## config.mk

```make
export PLATFORM = sky130hd
export DESIGN_NAME = watchdog_and_reset_control
export DESIGN_NICKNAME = d
export VERILOG_FILES = /design/src/wdt_rst_pkg.sv /design/src/watchdog_and_reset_control.sv /design/src/wdt_prescaler.sv
export VERILOG_INCLUDE_DIRS = /design/src
export SDC_FILE = /design/constraint.sdc
export NUM_CORES = 1
export LEC_CHECK = 0
export ABC_CLOCK_PERIOD_IN_PS = 2650
export BUFFER_PORTS_ARGS = -buffer_cell sky130_fd_sc_hd__buf_4
export CAP_MARGIN = 15
export CORE_MARGIN = 4
export CORE_UTILIZATION = 55
export DETAILED_ROUTE_END_ITERATION = 10
export MAX_ROUTING_LAYER = met4
export PLACE_DENSITY = 0.8
export SLEW_MARGIN = 20
export SYNTH_ARGS = -nofsm -noshare
export SYNTH_HDL_FRONTEND = slang
export SYNTH_HIERARCHICAL = 1
export SYNTH_SLANG_ARGS = --single-unit
```

## constraint.sdc

```tcl
create_clock -name pclk -period 2.65 [get_ports pclk]
set_input_delay 0.3975 -clock pclk [delete_from_list [all_inputs] [get_ports pclk]]
set_output_delay 0.3975 -clock pclk [all_outputs]
set_load 0.01 [all_outputs]
```

## src/wdt_rst_defs.svh

```systemverilog
// Constants for the watchdog and reset control block.
// Assumes pclk at 100 MHz and APB byte addresses on paddr.
`ifndef WDT_RST_DEFS_SVH
`define WDT_RST_DEFS_SVH

// Register byte offsets
`define OFS_WDT_CTRL      12'h000
`define OFS_RST_FLAGS     12'h004
`define OFS_RST_KEY       12'h008
`define OFS_STATUS        12'h00c
`define OFS_WAKE_EN       12'h010

// Reset values
`define WDT_CTRL_POR      8'h53
`define RST_KEY_POR       8'h55
`define WAKE_EN_POR       8'h00
`define PORTA_IDLE        8'hff

// Key codes
`define WDT_KEY_OFF       5'h15
`define WDT_KEY_ON        5'h0a
`define RST_KEY_A         8'h55
`define RST_KEY_B         8'haa

// Field positions
`define WDT_KEY_HI        7
`define WDT_KEY_LO        3
`define WDT_SEL_HI        2
`define WDT_SEL_LO        0
`define FLG_CTRL_KEY      3
`define FLG_LVR           2
`define FLG_LV_KEY        1
`define FLG_WDT_KEY       0
`define STS_TO            0
`define STS_PDF           1
`define STS_HALTED        2

// Overflow points, last count before wrap
`define WDT_LIM_0         18'h000ff
`define WDT_LIM_1         18'h003ff
`define WDT_LIM_2         18'h00fff
`define WDT_LIM_3         18'h03fff
`define WDT_LIM_4         18'h07fff
`define WDT_LIM_5         18'h0ffff
`define WDT_LIM_6         18'h1ffff
`define WDT_LIM_7         18'h3ffff

// Timing
`define CLK_PERIOD_NS     10
`define NS_PER_MS         1000000
`define POR_DELAY_MS      50
`define POR_DELAY_CYCLES  ((`POR_DELAY_MS * `NS_PER_MS) / `CLK_PERIOD_NS)
`define POR_CNT_W         23
`define KEY_RST_TICKS     3
`define RST_PULSE_CYCLES  4

`endif

```

## src/wdt_rst_pkg.sv

```systemverilog
// Types and decode helpers shared by the watchdog files.
// Assumes the constants header is on the include path.
`include "wdt_rst_defs.svh"

package wdt_rst_pkg;

   // Block state, Gray along POR -> RUN -> HALT
   typedef enum logic [1:0] {
      ST_POR  = 2'b00,
      ST_RUN  = 2'b01,
      ST_HALT = 2'b11,
      ST_RST  = 2'b10
   } wdt_state_t;

   // Watchdog key holds one of its two legal codes
   function automatic logic wdt_key_valid(input logic [4:0] key);
      return (key == `WDT_KEY_ON) || (key == `WDT_KEY_OFF);
   endfunction

   // Reset-control key holds one of its two legal codes
   function automatic logic rst_key_valid(input logic [7:0] key);
      return (key == `RST_KEY_A) || (key == `RST_KEY_B);
   endfunction

   // Last count before overflow for each period select
   function automatic logic [17:0] wdt_limit(input logic [2:0] sel);
      logic [17:0] lim;
      lim = `WDT_LIM_7;
      case (sel)
         3'h0: lim = `WDT_LIM_0;
         3'h1: lim = `WDT_LIM_1;
         3'h2: lim = `WDT_LIM_2;
         3'h3: lim = `WDT_LIM_3;
         3'h4: lim = `WDT_LIM_4;
         3'h5: lim = `WDT_LIM_5;
         3'h6: lim = `WDT_LIM_6;
         3'h7: lim = `WDT_LIM_7;
         default: lim = `WDT_LIM_7;
      endcase
      return lim;
   endfunction

endpackage

```

## src/watchdog_and_reset_control.sv

```systemverilog
// Watchdog timer, keyed reset control, reset-cause flags and halt wake-up.
// Assumes an APB master, a core that reports halt and clear-watchdog
// execution as pulses, and a low-speed RC clock sampled as a level.
//
// The APB slave port and the placing of the registers were chosen for this implementation.
`timescale 1ns/10ps
`include "wdt_rst_defs.svh"

module watchdog_and_reset_control #(
   parameter int unsigned POR_DELAY_CYCLES = `POR_DELAY_CYCLES
) (
   input  wire logic        pclk,
   input  wire logic        presetn,
   input  wire logic [11:0] paddr,
   input  wire logic        psel,
   input  wire logic        penable,
   input  wire logic        pwrite,
   input  wire logic [31:0] pwdata,
   output logic      [31:0] prdata,
   output logic             pready,
   output logic             pslverr,
   input  wire logic        low_speed_internal_osc_clk,
   input  wire logic        halt_exec,
   input  wire logic        clear_watchdog_instruction_exec,
   input  wire logic [7:0]  porta_in,
   input  wire logic [7:0]  irq_req,
   input  wire logic [7:0]  irq_enable,
   input  wire logic        stack_full,
   input  wire logic        lvr_event,
   input  wire logic        lv_key_event,
   output logic             sys_reset_n,
   output logic             port_preset,
   output logic             pc_sp_clear,
   output logic             wake_resume,
   output logic             wake_vector,
   output logic             cpu_halted
);

   wdt_rst_pkg::wdt_state_t state_q;
   logic [7:0]              wdt_ctrl_q;
   logic [7:0]              rst_key_q;
   logic [7:0]              wake_en_q;
   logic [3:0]              flags_q;
   logic                    to_q;
   logic                    pdf_q;
   logic [`POR_CNT_W-1:0]   por_cnt_q;
   logic [2:0]              rst_cnt_q;
   logic                    low_speed_internal_osc_q;
   logic                    tick;
   logic [7:0]              porta_q;
   logic [7:0]              irq_armed_q;
   logic [1:0]              key_bad;
   logic [1:0]              key_cnt_q [2];
   logic [1:0]              key_fire;
   logic [17:0]             wdt_cnt;
   logic                    ovf;
   logic                    live;
   logic                    run_st;
   logic                    halt_st;
   logic                    halt_go;
   logic                    clr_go;
   logic                    wdt_on;
   logic                    wdt_clr;
   logic                    dev_rst_req;
   logic [7:0]              irq_hit;
   logic                    wake_pin;
   logic                    wake_irq;
   logic                    irq_vec_ok;
   logic                    wr_en;
   logic [31:0]             prdata_q;
   logic                    pslverr_q;
   logic [3:0]              flag_set;
   logic [3:0]              flag_keep;

   // Write strobe for one register offset
   function automatic logic wr_hit(input logic [11:0] ofs);
      return wr_en && (paddr == ofs);
   endfunction

   // State decodes
   assign run_st  = (state_q == wdt_rst_pkg::ST_RUN);
   assign halt_st = (state_q == wdt_rst_pkg::ST_HALT);
   assign live    = run_st || halt_st;
   assign halt_go = run_st && halt_exec;
   assign clr_go  = run_st && clear_watchdog_instruction_exec;

   // Low-speed RC edge; input already synchronous to pclk
   always_ff @(posedge pclk or negedge presetn) begin
      if (!presetn) begin
         low_speed_internal_osc_q <= 1'b0;
      end else begin
         low_speed_internal_osc_q <= low_speed_internal_osc_clk;
      end
   end
   assign tick = low_speed_internal_osc_clk && !low_speed_internal_osc_q;

   // APB: zero wait states, read data captured in the setup cycle
   assign wr_en   = psel && penable && pwrite;
   assign pready  = psel && penable;
   assign prdata  = prdata_q;
   assign pslverr = pslverr_q && psel && penable;

   // Read mux; unused upper bits read zero
   always_ff @(posedge pclk or negedge presetn) begin
      if (!presetn) begin
         prdata_q  <= 32'h0;
         pslverr_q <= 1'b0;
      end else if (psel && !penable) begin
         pslverr_q <= 1'b0;
         case (paddr)
            `OFS_WDT_CTRL:  prdata_q <= {24'h0, wdt_ctrl_q};
            `OFS_RST_FLAGS: prdata_q <= {28'h0, flags_q};
            `OFS_RST_KEY:   prdata_q <= {24'h0, rst_key_q};
            `OFS_STATUS:    prdata_q <= {29'h0, halt_st, pdf_q, to_q};
            `OFS_WAKE_EN:   prdata_q <= {24'h0, wake_en_q};
            default: begin
               prdata_q  <= 32'h0;
               pslverr_q <= 1'b1;
            end
         endcase
      end
   end

   // watchdog key power-on value
   // Reloaded during any device reset so a bad key cannot persist
   always_ff @(posedge pclk or negedge presetn) begin
      if (!presetn) begin
         wdt_ctrl_q <= `WDT_CTRL_POR;
      end else if (state_q == wdt_rst_pkg::ST_RST) begin
         wdt_ctrl_q <= `WDT_CTRL_POR;
      end else if (wr_hit(`OFS_WDT_CTRL)) begin
         wdt_ctrl_q <= pwdata[7:0];
      end
   end

   always_ff @(posedge pclk or negedge presetn) begin
      if (!presetn) begin
         rst_key_q <= `RST_KEY_POR;
      end else if (state_q == wdt_rst_pkg::ST_RST) begin
         rst_key_q <= `RST_KEY_POR;
      end else if (wr_hit(`OFS_RST_KEY)) begin
         rst_key_q <= pwdata[7:0];
      end
   end

   // Port A wake enables, cleared by any device reset
   always_ff @(posedge pclk or negedge presetn) begin
      if (!presetn) begin
         wake_en_q <= `WAKE_EN_POR;
      end else if (state_q == wdt_rst_pkg::ST_RST) begin
         wake_en_q <= `WAKE_EN_POR;
      end else if (wr_hit(`OFS_WAKE_EN)) begin
         wake_en_q <= pwdata[7:0];
      end
   end

   assign key_bad[0] = live && !wdt_rst_pkg::wdt_key_valid(
                          wdt_ctrl_q[`WDT_KEY_HI:`WDT_KEY_LO]);
   assign key_bad[1] = live && !wdt_rst_pkg::rst_key_valid(rst_key_q);

   // Third RC edge after a bad key lands 2 to 3 RC periods later
   for (genvar gi = 0; gi < 2; gi++) begin : g_key
      always_ff @(posedge pclk or negedge presetn) begin
         if (!presetn) begin
            key_cnt_q[gi] <= 2'h0;
         end else if (!key_bad[gi]) begin
            key_cnt_q[gi] <= 2'h0;
         end else if (tick) begin
            key_cnt_q[gi] <= key_cnt_q[gi] + 2'h1;
         end
      end
      assign key_fire[gi] = key_bad[gi] && tick &&
                            (key_cnt_q[gi] == 2'(`KEY_RST_TICKS - 1));
   end

   // flags: hardware sets, software writes 0 to clear
   // Set wins over a clear in the same cycle; writing 1 never sets
   assign flag_set  = {key_fire[1], lvr_event, lv_key_event, key_fire[0]};
   assign flag_keep = wr_hit(`OFS_RST_FLAGS) ? pwdata[3:0] : 4'hf;
   always_ff @(posedge pclk or negedge presetn) begin
      if (!presetn) begin
         flags_q <= 4'h0;
      end else begin
         flags_q <= (flags_q & flag_keep) | flag_set;
      end
   end

   assign wdt_on  = live && (wdt_ctrl_q[`WDT_KEY_HI:`WDT_KEY_LO] == `WDT_KEY_ON);
   // clear sources; key reset clears via the reset state
   assign wdt_clr = halt_go || clr_go || !live;

   wdt_prescaler u_prescaler (
      .pclk    (pclk),
      .presetn (presetn),
      .tick    (tick),
      .enable  (wdt_on),
      .clear   (wdt_clr),
      .sel     (wdt_ctrl_q[`WDT_SEL_HI:`WDT_SEL_LO]),
      .count   (wdt_cnt),
      .overflow(ovf)
   );

   // power-down and time-out flags
   // Overflow wins over the halt clear of time-out
   always_ff @(posedge pclk or negedge presetn) begin
      if (!presetn) begin
         to_q  <= 1'b0;
         pdf_q <= 1'b0;
      end else begin
         if (ovf && live) begin
            to_q <= 1'b1;
         end else if (halt_go) begin
            to_q <= 1'b0;
         end
         if (halt_go) begin
            pdf_q <= 1'b1;
         end else if (clr_go) begin
            pdf_q <= 1'b0;
         end
      end
   end

   // Wake sources while halted
   // arm only interrupts not flagged at halt entry
   always_ff @(posedge pclk or negedge presetn) begin
      if (!presetn) begin
         irq_armed_q <= 8'h00;
      end else if (halt_go) begin
         irq_armed_q <= ~irq_req;
      end
   end
   always_ff @(posedge pclk or negedge presetn) begin
      if (!presetn) begin
         porta_q <= `PORTA_IDLE;
      end else begin
         porta_q <= porta_in;
      end
   end
   assign wake_pin   = halt_st && |(porta_q & ~porta_in & wake_en_q);
   assign irq_hit    = irq_req & irq_armed_q;
   assign wake_irq   = halt_st && |irq_hit;
   assign irq_vec_ok = |(irq_hit & irq_enable) && !stack_full;

   // Wake and clear pulses; key reset outranks every wake
   always_ff @(posedge pclk or negedge presetn) begin
      if (!presetn) begin
         pc_sp_clear <= 1'b0;
         wake_vector <= 1'b0;
         wake_resume <= 1'b0;
      end else begin
         pc_sp_clear <= 1'b0;
         wake_vector <= 1'b0;
         wake_resume <= 1'b0;
         if (halt_st && !(|key_fire)) begin
            if (ovf) begin
               // halt overflow clears PC and SP
               pc_sp_clear <= 1'b1;
            end else if (wake_irq && irq_vec_ok) begin
               wake_vector <= 1'b1;
            end else if (wake_pin || wake_irq) begin
               wake_resume <= 1'b1;
            end
         end
      end
   end

   // running overflow or bad key resets device
   assign dev_rst_req = (|key_fire) || (ovf && run_st);

   // Reset sequencer and run/halt state
   always_ff @(posedge pclk or negedge presetn) begin
      if (!presetn) begin
         state_q <= wdt_rst_pkg::ST_POR;
      end else begin
         unique case (state_q)
            wdt_rst_pkg::ST_POR: begin
               if (por_cnt_q == `POR_CNT_W'(POR_DELAY_CYCLES - 1)) begin
                  state_q <= wdt_rst_pkg::ST_RUN;
               end
            end
            wdt_rst_pkg::ST_RUN: begin
               if (dev_rst_req) begin
                  state_q <= wdt_rst_pkg::ST_RST;
               end else if (halt_exec) begin
                  state_q <= wdt_rst_pkg::ST_HALT;
               end
            end
            wdt_rst_pkg::ST_HALT: begin
               if (|key_fire) begin
                  state_q <= wdt_rst_pkg::ST_RST;
               end else if (ovf || wake_pin || wake_irq) begin
                  state_q <= wdt_rst_pkg::ST_RUN;
               end
            end
            wdt_rst_pkg::ST_RST: begin
               if (rst_cnt_q == 3'(`RST_PULSE_CYCLES - 1)) begin
                  state_q <= wdt_rst_pkg::ST_RUN;
               end
            end
         endcase
      end
   end

   // Power-on and reset pulse counters
   always_ff @(posedge pclk or negedge presetn) begin
      if (!presetn) begin
         por_cnt_q <= '0;
      end else if (state_q == wdt_rst_pkg::ST_POR) begin
         por_cnt_q <= por_cnt_q + `POR_CNT_W'(1);
      end
   end
   always_ff @(posedge pclk or negedge presetn) begin
      if (!presetn) begin
         rst_cnt_q <= 3'h0;
      end else if (state_q == wdt_rst_pkg::ST_RST) begin
         rst_cnt_q <= rst_cnt_q + 3'h1;
      end else begin
         rst_cnt_q <= 3'h0;
      end
   end

   // ports preset high and core reset in power-on
   assign port_preset = (state_q == wdt_rst_pkg::ST_POR);
   assign sys_reset_n = live;
   assign cpu_halted  = halt_st;
endmodule

```

## src/wdt_prescaler.sv

```systemverilog
// Watchdog counter on low-speed RC ticks with selectable overflow tap.
// Assumes tick is a one-cycle pulse per low-speed RC period.
`timescale 1ns/10ps

module wdt_prescaler (
   input  wire logic        pclk,
   input  wire logic        presetn,
   input  wire logic        tick,
   input  wire logic        enable,
   input  wire logic        clear,
   input  wire logic [2:0]  sel,
   output logic      [17:0] count,
   output logic             overflow
);

   logic [17:0] limit;
   logic        at_lim;

   // Tap decode; >= covers a select lowered mid-count
   assign limit  = wdt_rst_pkg::wdt_limit(sel);
   assign at_lim = (count >= limit);

   // Counter wraps on overflow so each overflow fires once
   always_ff @(posedge pclk or negedge presetn) begin
      if (!presetn) begin
         count <= '0;
      end else if (clear) begin
         count <= '0;
      end else if (enable && tick) begin
         count <= at_lim ? '0 : count + 18'h00001;
      end
   end

   always_ff @(posedge pclk or negedge presetn) begin
      if (!presetn) begin
         overflow <= 1'b0;
      end else begin
         overflow <= !clear && enable && tick && at_lim;
      end
   end

endmodule

```

---- Yosys cells after proc, flatten, opt, wreduce, memory -nomap -nowiden ----
Memory sizes are Yosys's and may differ from the RTL's.
Cells that the tools add are included.
word-level totals
  input bits .............................. 79
  ROM bits ................................ 80
  memories ................................ 1
  logic and storage cells ................. 155
  register bits ........................... 134
operators by class
  equal/unequal tests ..................... 21
  mux-type cells .......................... 37
  add/subtract/negate cells ............... 5
  reductions and logical operators ........ 61
  bitwise logic cells ..................... 8
  $lt $le $gt $ge ......................... 1
memory list
  name              words  width  read ports  clocked after memory_dff  wr ports  line               RTL
  (name not given)  8      10     1           0                         0         wdt_rst_pkg.sv:29  case (sel)
operators with widths
  cell                     count
  $mux W18                 3
  $mux W8                  6
  $pmux W8 S5              1
  $and A8 B8 Y8            4
  $logic_and A1 B1 Y1      30
  $eq A12 B4 Y1 const B    2
  $reduce_or A8 Y1         3
  $add A23 B1 Y23 const B  1
  $eq A23 B23 Y1 const B   1
  $mux W2                  10
  $add A18 B1 Y18 const B  1
  $ge A18 B18 Y1           1
  $not A8 Y8               2
  $mux W1                  14
  $eq A12 B3 Y1 const B    1
  $eq A12 B5 Y1 const B    1
  $logic_not A12 Y1        1
  $reduce_bool A2 Y1       6
  $logic_or A1 B1 Y1       9
  $eq A2 B2 Y1 const B     4
  $eq A8 B7 Y1 const B     1
  $eq A8 B8 Y1 const B     1
  $logic_not A1 Y1         8
  $pmux W2 S4              1
  other kinds (18)         21

---- Depth between registers and ports, before layout ----
Gate-level depths: netlist of run 1.
  depth after elaboration ................. 10
  mapped depth ............................ 9
  gate-level depth less buffers ........... 8

---- Modules after synthesis ----
Netlist of run 1, hierarchy kept.
by module, submodules not included
  module                      cells each  times used  area each (um^2)
  watchdog_and_reset_control  429         1           4,455.5
  wdt_prescaler               156         1           1,357.6

---- Worst setup path before layout of run 1 ----
No wires, ideal clock.
  path type ............................... register -> register
  start ................................... reg wdt_ctrl_q[1]
  end ..................................... reg u_prescaler.count[10]
  clock period less this slack ............ 2.375 ns
  arrival time ............................ 2.272 ns
  path buffers ............................ 0
  stages on the path, launching flop included .. 8
  slack ................................... 0.275 ns
  setup time .............................. 0.104 ns
  path through ............................ dfstp_2 > o21ai_0 > ha_1 > a21oi_1 > o21ai_0 > a2111oi_4 > nand2_2 > o41ai_2
between the ends
  word-level cells in the longest chain between the ends .. 5
RTL lines
  what                    line                               RTL
  from (decl)             watchdog_and_reset_control.sv:40   logic [7:0] wdt_ctrl_q;
  from (signal assigned)  watchdog_and_reset_control.sv:128  wdt_ctrl_q <= `WDT_CTRL_POR;
  from (signal assigned)  watchdog_and_reset_control.sv:130  wdt_ctrl_q <= `WDT_CTRL_POR;
  from (signal assigned)  watchdog_and_reset_control.sv:132  wdt_ctrl_q <= pwdata[7:0];
  $mem_v2 Z8 W10          --
  $ge A18 B18 Y1          wdt_prescaler.sv:21                assign at_lim = (count >= limit);
  $mux W18                wdt_prescaler.sv:30                count <= at_lim ? '0 : count + 18'h00001;
  $mux W18                wdt_prescaler.sv:29                end else if (enable && tick) begin
  $mux W18                wdt_prescaler.sv:27                end else if (clear) begin
  to (signal assigned)    wdt_prescaler.sv:30
  to (decl)               wdt_prescaler.sv:12                output logic [17:0] count,
Every way passes these cells. The select of a mux whose other input is x is not followed.
A chain may end at the register's enable or synchronous reset.

---- Final worst setup path of run 1 ----
  start ................................... reg wdt_ctrl_q[1]
  end ..................................... reg u_prescaler.count[11]
Same word-level chain as after synthesis.

==> results of run 1 <==
==> flip-flops by register name, summed over array words and instances (netlist names), 2 cells and up <==
signal,flops
rst_key_q,8
flags_q,4
wdt_ctrl_q,8
state_q,2
key_cnt_q,4
por_cnt_q,23
irq_armed_q,8
porta_q,8
u_prescaler/count,18
wake_en_q,8
prdata,8
rst_cnt_q,3
==> kinds of logic after synthesis <==
family / synth area share [%]
AND/OR/NAND/NOR: 22.3
flip-flops: 47.7
AO/OA/AOI/OAI: 10.9
buffers and inverters: 6.22
multiplexers: 6.67
XOR/XNOR: 3.62
adder cells (fa/ha/maj): 2.58
other: 0.0645
==> per-layer routing <==
layer / track usage (%) / share of wire [%]
met5: - / 0
met4: 9.77 / 2.7
met3: 4.53 / 5.5
met2: 33.9 / 48
met1: 27.3 / 44
==> cells in the final DEF, fill, tap and decap left out, types with 4 or more instances in the layout <==
master and instances:
a21oi_1 10, a221oi_1 7, a31oi_1 21, and2_1 7, and3_1 6, buf_4 83
clkbuf_8 10, conb_1 24, dfrtp_1 94, dfstp_2 16, ha_1 12, inv_1 19
mux2_2 6, mux2i_1 32, nand2_1 60, nand2b_1 12, nand3_1 30, nand3b_1 4
nand4_1 19, nor2_1 58, nor2b_1 4, nor3_1 6, nor4_1 8, nor4bb_1 4
o21ai_0 24, o22ai_1 4, or3_1 4, xnor2_1 17, xor2_1 7
==> layout make-up <==
cell class / count / area [sq um] / area share [%]
Sequential cell: 110 / 2770 / 41.9
Clock inverter: 6 / 46.3 / 0.700
Timing Repair Buffer: 85 / 653 / 9.87
Inverter: 19 / 71.3 / 1.08
Clock buffer: 10 / 138 / 2.08
Multi-Input combinational cell: 434 / 2770 / 41.8
Tap cell: 136 / 170 / 2.57
==> worst paths after layout <==
path                                    endpoint  slack, ps  cells after the start
max reg2reg                u_prescaler/count[11]        200                      8
min                                   porta_q[3]        130                      1
max in group asynchronous           por_cnt_q[9]       1400                      3
min reg2reg                         rst_cnt_q[0]        440                      1
max                        u_prescaler/count[11]        200                      8
min in group asynchronous              prdata[4]        500                      2
==> where the power goes <==
group          switching (mW)  internal, mW  leakage (nW)  total (mW)
Clock                   0.573         0.373        0.0889       0.946
Sequential             0.0541          1.76          1.43        1.81
Combinational           0.250         0.192          1.51       0.443
Total                   0.878          2.32          3.03        3.20
==> metrics by stage <==
stage	setup WS [ps]	hold slack [ps]	power, mW
global placement	303	359	2.27
CTS	235	114	3.23
floorplan	275	102	2.09
detailed placement	254	365	2.28
finish	201	127	3.20
global route	40.6	100	3.36
==> results.txt, run 1 <==
The flow ran to the end, and the final reports show no timing, DRC or antenna violations. The area fraction of the dominant cell type after synthesis came out at 40.5%. The number of top-level design ports came out at between 100 and 150.

The synthesized area divided by synthesized cell count is ~10 sq um. At the worst endpoint, the arrival time is between 2000 and 3000 ps. For the pin with the worst max-slew slack, the measured transition is about 660 ps.

By area the synthesized netlist is led by dfrtp_1, dfstp_2, mux2i_1. The count of antenna-violating nets left after detailed routing came out at 0. The average wire length per cell after detail routing is about 16 um. The required time at the endpoint of the critical path is around 3000 ps.

Clock tree synthesis selected as its root buffer the cell clkbuf_8. The static leakage came out at between 3 and 4 nW. The final wirelength is about 13000 um. Global routing finished with a remaining overflow of 0.

The final clock period utilization by the worst path is between 90% and 100%. The total negative setup slack came out at 0 ps. The worst reg2reg path startpoint is wdt_ctrl_q[1]. The largest individual stage delay along the critical path comes from the cell dfstp_2. The clock input transition at the sequential cells of the worst setup and hold paths is approximately 100 ps.

The cell area after layout came out at 0.00662 sq mm. After detailed routing, the number of remaining DRC violations is 0. The clock period minus final worst setup slack came out at approximately 2400 ps. The largest fanout of any net on the critical path came out at 12. The via count of the first global-routing pass is 4565. The clock sink count came out at 110. The hold buffer count at cts is 1. The number of setup buffers added after CTS is 0. The hold path startpoint is porta_in[3]. The violation count after the first detailed-route iteration is roughly 280. The number of vias in the routed layout came out at about 4600. The total placed instance area came out at approximately 0.0064 sq mm. The number of max-slew violations in the final report came out at 0.

The signal on the critical path passes through o21ai_0 > ha_1 > a21oi_1 > o21ai_0 > a2111oi_4 > buf_4 > nand3_1 > a31oi_1. The TritonCTS clock tree is yes. Setup repair after global routing left no endpoint under its margin.

In this run, placement finished with an instance count of 783. The delay contributed by the slowest stage of the critical path came out at 660 ps. The first global-routing pass estimated ~22000 um of wire.

The area inside the core boundary came out at 0.0103 sq mm. In this design, the critical path's most frequently occurring cell is o21ai_0. The row count is 37. The number of hold violations in the final report came out at 0. The total of warnings raised by yosys is 6. STA classifies the critical path startpoint as a flip-flop. The synthesized instance count came out at slightly below 600.

The synthesized area is ~0.0058 sq mm. Setup violations remaining at the end of the flow were counted as 0. The worst slew margin relative to its limit is a little under three fifths. Detailed placement ended at an HPWL of 9410 um. The number of port buffers is 70. The overall die area came out at about 0.012 sq mm.

The die boundary width is about 110 um. The min-delay analysis places its worst path in the category input pin to flip-flop. By count the netlist is led by dfrtp_1, nand2_1, nor2_1.

In this run the worst setup path begins at wdt_ctrl_q[1]. The iteration count of the initial detailed-routing pass came out at 5. The worst ir drop on vdd came out at 0.273 mV. The total number of H-tree levels came out at 3.

Across the run, the number of max-cap violations was 0. Counting both buffers and inverters, the worst setup path holds a total of 1. Across the routed clock network, the largest skew measured is between 9 and 10 ps. The die height is around 110 um. The maximum number of pins on one net before global-route repair came out at between 40 and 50. At the later pin of the worst-skew pair, clock insertion delay measures around 380 ps. Once the floorplan was initialized, standard cells occupied a little under three fifths of the core.

In the synthesized netlist the dominant register cell turns out to be dfrtp_1. The setup path with the least slack is of type flip-flop to flip-flop. The final instance count without filler cells is 800. The number of antenna repair diodes came out at 0. The via count normalized by instance count came out at 5.77. The proportion of synthesized flip-flops having asynchronous set or reset is 100%. Of the cells placed in the final design, the portion with a size suffix greater than 1 is 20.8%. The area growth from synthesis to layout is 13.8%. The type of destination of the critical path is a flip-flop. The routability congestion estimate from global placement is between 0.9 and 1. The initial antenna violation count came out at 0. The flip-flop and latch count after synthesis came out at 110. The portion of the post-synthesis area used by sequential elements is about 48%. The final cell utilization of the core came out at between 60% and 70%.

For this run, the total global-route usage over all layers was measured as between 20% and 30%. No sink is reached through more buffers than the 2 on the longest clock path. The total power per unit cell area is between 400 and 500 mW/mm^2. The number of gates resized after CTS was 0. Summed over all instances, the cell type with the most area after synthesis is dfrtp_1. The number of buffers created by CTS came out at 9. By instance count, the leading cell after synthesis is dfrtp_1. The final-layout fill cell count came out at slightly above 800.

The final layout net count came out at 750. On the critical path the largest part of the delay comes from compound AO/OA/AOI/OAI gates. The maximum operating frequency is between 400 and 500 MHz. The number of unique standard cell types used by synthesis came out at 66. The count of flip-flops with a built-in enable after synthesis came out at 0.
(Power assumes the default switching activity.)
==> inputs of run 2 (changes only) <==
--- a/config.mk
+++ b/config.mk
@@ -14,6 +14,7 @@
 export DETAILED_ROUTE_END_ITERATION = 10
 export MAX_ROUTING_LAYER = met4
 export PLACE_DENSITY = 0.8
+export REMOVE_ABC_BUFFERS = 1
 export SLEW_MARGIN = 20
 export SYNTH_ARGS = -nofsm -noshare
 export SYNTH_HDL_FRONTEND = slang
==> results.txt, run 2 (same netlist as run 1, synthesis figures left out) <==
The share of post-route cells with drive strength above 1 came out at 20.2%. The worst slew margin relative to its limit is 54.1%. The cell count after placement is 780. Global routing used 21.4% of the available tracks. The overall die area came out at approximately 0.012 sq mm. For this configuration, the core starts out at a cell density of between 50% and 60%. The number of max-slew violations in the final report came out at 0.

In the routed design, unresolved DRC markers number 0. The initial antenna violation count came to 0. The worst setup path is captured at a flip-flop. The worst ir drop on vdd came out at roughly 0.27 mV.

The count of antenna-violating nets left after detailed routing came out at 0. The final-layout fill cell count is about 820. 0 antenna diodes ended up in the layout. The tightest min-delay check is of the input pin to async pin type. The area inside the core boundary came out at 0.0103 sq mm. The TritonCTS clock tree is yes. The total setup violations reported at the end of the flow came out at 0. After detailed routing, the number of vias per cell comes to approximately 5.7.

The number of vias in the routed layout is 4519. The final layout net count is 746. The tool flagged a number of max-cap violations equal to 0. The number of hold violations in the final report came to 0. The run finished with clean final reports. At the later pin of the worst-skew pair, clock insertion delay measures 380 ps. Measured along the x axis, the die boundary spans 111 um. On the worst path, the slowest cell contributes a delay of approximately 660 ps. The top cell types in the final layout, fill and taps aside, are dfrtp_1, buf_4, nand2_1.

For the finished layout, the period the worst path requires is between 2000 and 2500 ps. The required time at the endpoint of the critical path is slightly below 3000 ps. Based on the critical path, the design can be clocked at up to about 410 MHz. After detailed routing, the total wire length is between 10000 and 15000 um. The cell family contributing the most delay on the critical path is compound AO/OA/AOI/OAI gates.

For this block, the initial DRC count from the detailed router was roughly 270. In this design, the critical path's most frequently occurring cell is o21ai_0. Detailed placement ended at an HPWL of roughly 9300 um.

The final instance count without filler cells came out at between 700 and 800. The global-route wire length before repair came out at around 21000 um. The total number of H-tree levels is 3. The count of cells resized by post-cts repair is 0. In the finished design, the share of the clock period the worst path needs comes to roughly 93%. At the pin with the least slew margin, the transition time is between 600 and 700 ps.

The number of setup buffers added after CTS came out at 0. The maximum root-to-sink buffer count came out at 2. The number of buffers created by CTS came out at 9. The largest fanout of any net on the critical path is 10. The die is 111 um tall.

The iteration count of the initial detailed-routing pass came out at 5. The largest registers in the layout are por_cnt_q (23), u_prescaler/count (18). Entering global routing, the biggest net connects ~110 pins. The row count came out at 37. Counting buffers and inverters, the worst setup path is 7 cells deep. Counting flops per register, the top entry is por_cnt_q.

The via count of the first global-routing pass is 4509. For the worst setup path, the data arrival time is 2730 ps. The critical register-to-register path endpoint is u_prescaler/count[10]. The average wire length per cell after detail routing is roughly 16 um.

The area growth from synthesis to layout is 13.9%. Hold repair after CTS inserted 0 buffers. The startpoint type of the worst setup path is a flip-flop. The total power of the final layout is 3.37 mW. The setup slack of the most critical reg-to-reg path is around 190 ps. The number of buffers and inverters on the critical path is 0. The clock sink count came out at 110. The critical path in this run is classified as flip-flop to flip-flop. The number of port buffers came out at 70. The number of top-level design ports is about 120. The flip-flop count of the largest register after layout is 23. The clock input transition at the sequential cells of the worst setup and hold paths came out at roughly 100 ps. Measured in cells, the most critical reg-to-reg path has a length of 7. Walking the worst path, the cells encountered are o21ai_0 > ha_1 > a21oi_1 > o21ai_0 > a2111oi_4 > nand2_2 > o41ai_2. The routability congestion estimate from global placement is 0.847. The setup clock skew after layout is between 10 and 15 ps.

The analysis attributes to cell leakage a power of roughly 3.0 nW. The total power per unit cell area is approximately 510 mW/mm^2. For this run the aggregate overflow at the end of global routing stands at 0. The multi-input combinational cells in the finished layout cover a total of between 0.002 and 0.003 sq mm. On the critical path, the stage with the largest delay is an instance of dfstp_2.

The cell chosen for the clock root is clkbuf_8. Setup repair after global routing left no endpoint under its margin. Summing all flip-flop and latch instances after layout gives ~0.0028 sq mm. The startpoint identified for the worst register-to-register timing path is wdt_ctrl_q[1].

The library cell used most frequently in the layout, excluding fill and tap cells, is dfrtp_1.
## run 2: cell types whose count changed in the layout (fill, tap and decap cells not counted), sizes merged
cell,previous run,this run
bufinv,0,2
inv,20,19
dlygate4sd3,1,0
clkinvlp,2,0
buf,84,81
clkinv,3,1
clkbuf,10,13
## run 2: power by group
part / leakage [nW] / switching (mW) / total, mW / internal (mW)
combinational: 1.49 / 0.252 / 0.444 / 0.192
clock: 0.108 / 0.549 / 1.11 / 0.562
sequential: 1.43 / 0.0545 / 1.81 / 1.76
## run 2: worst max path at each step
stage	start	to	slack (ps)
floorplan	wdt_ctrl_q[1]	u_prescaler/count[10]	-150
detailed placement	wdt_ctrl_q[1]	u_prescaler/count[12]	150
CTS	wdt_ctrl_q[1]	u_prescaler/count[12]	110
global route	wdt_ctrl_q[1]	u_prescaler/count[10]	40
global placement	wdt_ctrl_q[1]	u_prescaler/count[4]	240
finish	wdt_ctrl_q[1]	u_prescaler/count[10]	190
## run 2: area by class of cell
type	count	share of cell area [%]
repair buffers	81	9.43
multi-input cells	434	41.8
clock inverters	3	1.04
well taps	136	2.57
clock buffers	13	2.25
inverters	19	1.08
flip-flops and latches	110	41.9
## run 2: per-layer routing
layer	GRT usage [%]	up-vias	wire, um
li1	-	2177	-
met1	27.1	2194	5580
met3	5.24	14	736
met4	5.58	0	150
met5	-	-	0
met2	34.7	134	6220
## run 2: metrics by stage
step                setup TNS, ps  hold WS, ps  instance area, sq um  setup slack [ps]  util, %
floorplan                    -293          102                  5610              -148        -
global placement                0          421                  6400               245     62.0
detailed placement              0          434                  6400               152     62.0
CTS                             0          111                  6620               113     64.1
global route                    0          109                  6620              40.9     64.1
finish                          0         68.7                  6620               193     64.1
==> inputs of run 3 (changes only) <==
--- a/config.mk
+++ b/config.mk
@@ -18,5 +18,4 @@
 export SLEW_MARGIN = 20
 export SYNTH_ARGS = -nofsm -noshare
 export SYNTH_HDL_FRONTEND = slang
-export SYNTH_HIERARCHICAL = 1
 export SYNTH_SLANG_ARGS = --single-unit
==> results.txt, run 3 <==
The violation count after the first detailed-route iteration came out at between 400 and 500. The H-tree was split into 3 levels. The worst register-to-register path has a depth of 8. The half-perimeter wire length after placement came out at 9820 um. The post-route DRC violation count is 0. The cell chosen for the clock root is clkbuf_8.

The maximum root-to-sink buffer count came out at 2. The most critical setup path has its endpoint at u_prescaler.count[9]. Setup violations remaining at the end of the flow were counted as 0. The flip-flop count of the largest register after layout came out at 23. The sum of buffers and inverters on the critical path is 1. The tightest min-delay check is of the input pin to async pin type.

The number of hold violations in the final report came to 0. Dividing total power by cell area gives a power density of 502 mW/mm^2. The library cell used most frequently in the layout, excluding fill and tap cells, is dfrtp_1. In the final routed layout, each cell accounts on average for ~17 um. The die height is approximately 110 um. The clock sink count came out at 110. The slowest stage of the critical path belongs to the cell dfstp_2. The first detailed-routing pass took 6 iterations. The total negative setup slack came out at 0 ps. Ranked by flip-flop count, first place goes to por_cnt_q. The portion of the post-synthesis area used by sequential elements is between 40% and 50%. The flip-flop cell with the highest count after synthesis is dfrtp_1. The number of unique standard cell types used by synthesis is between 60 and 70. The critical register-to-register path endpoint is u_prescaler.count[9]. STA puts the critical path data required time at around 3000 ps.

The overall track demand over capacity in global routing came out at 22.9%. The via count of the first global-routing pass was between 4000 and 5000. The total of warnings raised by yosys came out at 0. The final instance count without filler cells is around 800. The flip-flop and latch count after synthesis came out at 110. The net load switching power came out at 0.931 mW. The final wirelength came out at ~13000 um. The starting density of the core is approximately 57%. Setup repair after global routing left no endpoint under its margin.

After the last flow step, the layout net total stands at 752. Of the available clock period, the critical path in the final layout requires 92.7%. The number of top-level design ports came out at between 100 and 150. The start point of the critical path is wdt_ctrl_q[1]. The worst reg2reg path startpoint is wdt_ctrl_q[1]. The count of antenna-violating nets left after detailed routing is 0. The completed layout was analyzed and its total power is 3.35 mW.

Data on the critical path arrives at its endpoint at roughly 2800 ps. The clock input transition at the sequential cells of the worst setup and hold paths came out at about 110 ps. TritonCTS built the clock tree. The worst slack after detailed placement came out at between 70 and 80 ps. The library cells used most frequently in the layout, excluding fill and tap cells, are dfrtp_1, buf_4, nand2_1.

The number of antenna repair diodes is 0. The largest registers in the layout are por_cnt_q (23), u_prescaler.count (18). The maximum number of pins on one net before global-route repair came out at slightly below 60.

STA classifies the critical path endpoint as a flip-flop. The via count normalized by instance count came out at between 5 and 6. After floorplanning, the core was sized to cover 0.0103 sq mm. The worst path meets setup with 194 ps of slack.

The fraction of power consumed by combinational cells came out at between 10 and 15%. The setup slack of the most critical reg-to-reg path is 190 ps. The overall die area came out at roughly 0.012 sq mm. By area the synthesized netlist is led by dfrtp_1, dfstp_2, nand2_1.

The cell area after layout is roughly 0.0067 sq mm. The design internal power is 2.42 mW. In this run, synthesis inferred 0 flip-flops with an integrated enable.

The cell count after placement is approximately 790. The synthesized area divided by synthesized cell count came out at about 9.8 sq um. The static leakage is between 3 and 4 nW. The switching share of total power came out at 27.8%. The total grt overflow is 0.

The final cell utilization of the core is between 60% and 70%. The synthesized area came out at 0.00583 sq mm. Clock latency on the worst-skew pair, taken at its later pin, is 380 ps.

From left edge to right edge, the die measures 111 um. In this run the tightest slew margin relative to its limit is roughly 29%. The routability congestion estimate from global placement is around 0.9. The number of vias in the routed layout is between 4000 and 5000. IR analysis of the VDD net gives a maximum drop of roughly 0.37 mV. The floorplan has 37 rows. The part of the total power dissipated in sequential elements is between 50% and 60%. The setup clock skew after layout came out at between 7 and 8 ps.

The hold buffer count at cts is 0. The synthesized instance count is between 500 and 600. The maximum operating frequency is around 400 MHz. The number of maximum-capacitance constraint violations is 0. The proportion of synthesized flip-flops having asynchronous set or reset came out at 100%.

In the post-synthesis netlist, the cell with the most instances is dfrtp_1. The initial antenna violation count is 0. The global-route wire length before repair is between 20000 and 25000 um.

The kind of cell adding the most delay to the critical path is compound AO/OA/AOI/OAI gates. The number of port buffers is 70. The share of post-route cells with drive strength above 1 came out at about 20%. The number of buffers created by CTS came out at 9. At the pin with the least slew margin, the transition time is roughly 1100 ps.

The largest fanout of any net on the critical path is 10. The clock period minus final worst setup slack came out at 2460 ps. In this design, the stage delay of the slowest critical-path cell is 640 ps. The setup path with the least slack is of type flip-flop to flip-flop.

The commonest cells after synthesis are dfrtp_1, nand2_1, nor2_1. The clock network fraction of total power is between 30% and 40%. Walking the worst path, the cells encountered are o21ai_0 > ha_1 > a21o_1 > a21o_1 > a221oi_4 > buf_4 > a41oi_1 > o21ai_0. The number of max-slew violations in the final report is 0. The number of gates on the worst path with buffers counted came out at 8. After synthesis, the largest area contributor takes up between 40% and 50% of total cell area.

The startpoint type of the worst setup path is a flip-flop. Summed over all instances, the cell type with the most area after synthesis is dfrtp_1. From synthesis to final layout, the design area changed by 14.4%. The worst hold slack came out at ~56 ps.

Once placement finished, the instance area stood at roughly 0.0064 sq mm. The flow ran to the end, and the final reports show no timing, DRC or antenna violations.
## run 3: metal layers
metal | track usage, % | wire (um) | share of wire, % | vias to the layer above
met5 | - | 0 | 0 | -
met3 | 4.04 | 711 | 5.3 | 27
li1 | - | - | - | 2231
met1 | 31.0 | 6040 | 45 | 2301
met4 | 6.98 | 266 | 2.0 | 0
met2 | 35.4 | 6300 | 47 | 157
## run 3: area by class of cell
cell class | count | area, sq um
flip-flops and latches | 110 | 2770
fillers | 828 | 3650
well taps | 136 | 170
inverters | 12 | 45.0
clock buffers | 11 | 174
multi-input cells | 447 | 2840
repair buffers | 81 | 621
clock inverters | 5 | 53.8
## run 3: how the worst min path moves through the flow
stage                 start              to  slack (ps)  cells past startpoint
2_1_floorplan       presetn      flags_q[0]         100                      0
6_report            presetn  irq_armed_q[0]          60                      1
5_1_grt         porta_in[6]      porta_q[6]          90                      1
3_3_place_gp   rst_cnt_q[0]    rst_cnt_q[0]         420                      1
4_1_cts             presetn  irq_armed_q[0]          80                      1
3_5_place_dp   rst_cnt_q[0]    rst_cnt_q[0]         440                      1
## run 3: worst reg2reg max path, cell delays in order, from the launching register on
cell	delay, ps
dfstp_2	640
o21ai_0	100
ha_1	310
a21o_1	160
a21o_1	200
a221oi_4	400
buf_4	240
a41oi_1	130
o21ai_0	200
## run 3: cell families after synthesis
logic type,Yosys count,share of synthesized area [%]
AO/OA/AOI/OAI,96,11.3
XOR/XNOR,26,3.90
adder cells (fa/ha/maj),12,2.57
buffers and inverters,59,5.66
flip-flops,110,47.5
multiplexers,29,5.08
other,1,0.0643
AND/OR/NAND/NOR,260,23.9
## run 3: power by group through the flow
stage / combinational (mW) / clock, mW / sequential, mW
global route: 0.477 / 1.20 / 1.84
floorplan: 0.209 / 0 / 1.84
detailed placement: 0.424 / 0 / 1.86
finish: 0.422 / 1.10 / 1.83
CTS: 0.425 / 1.14 / 1.82
global placement: 0.412 / 0 / 1.85
## run 3: what timing repair did
action,CTS,global route
resized for setup,0,3
setup buffers,0,0
endpoints found under the setup margin,0,13
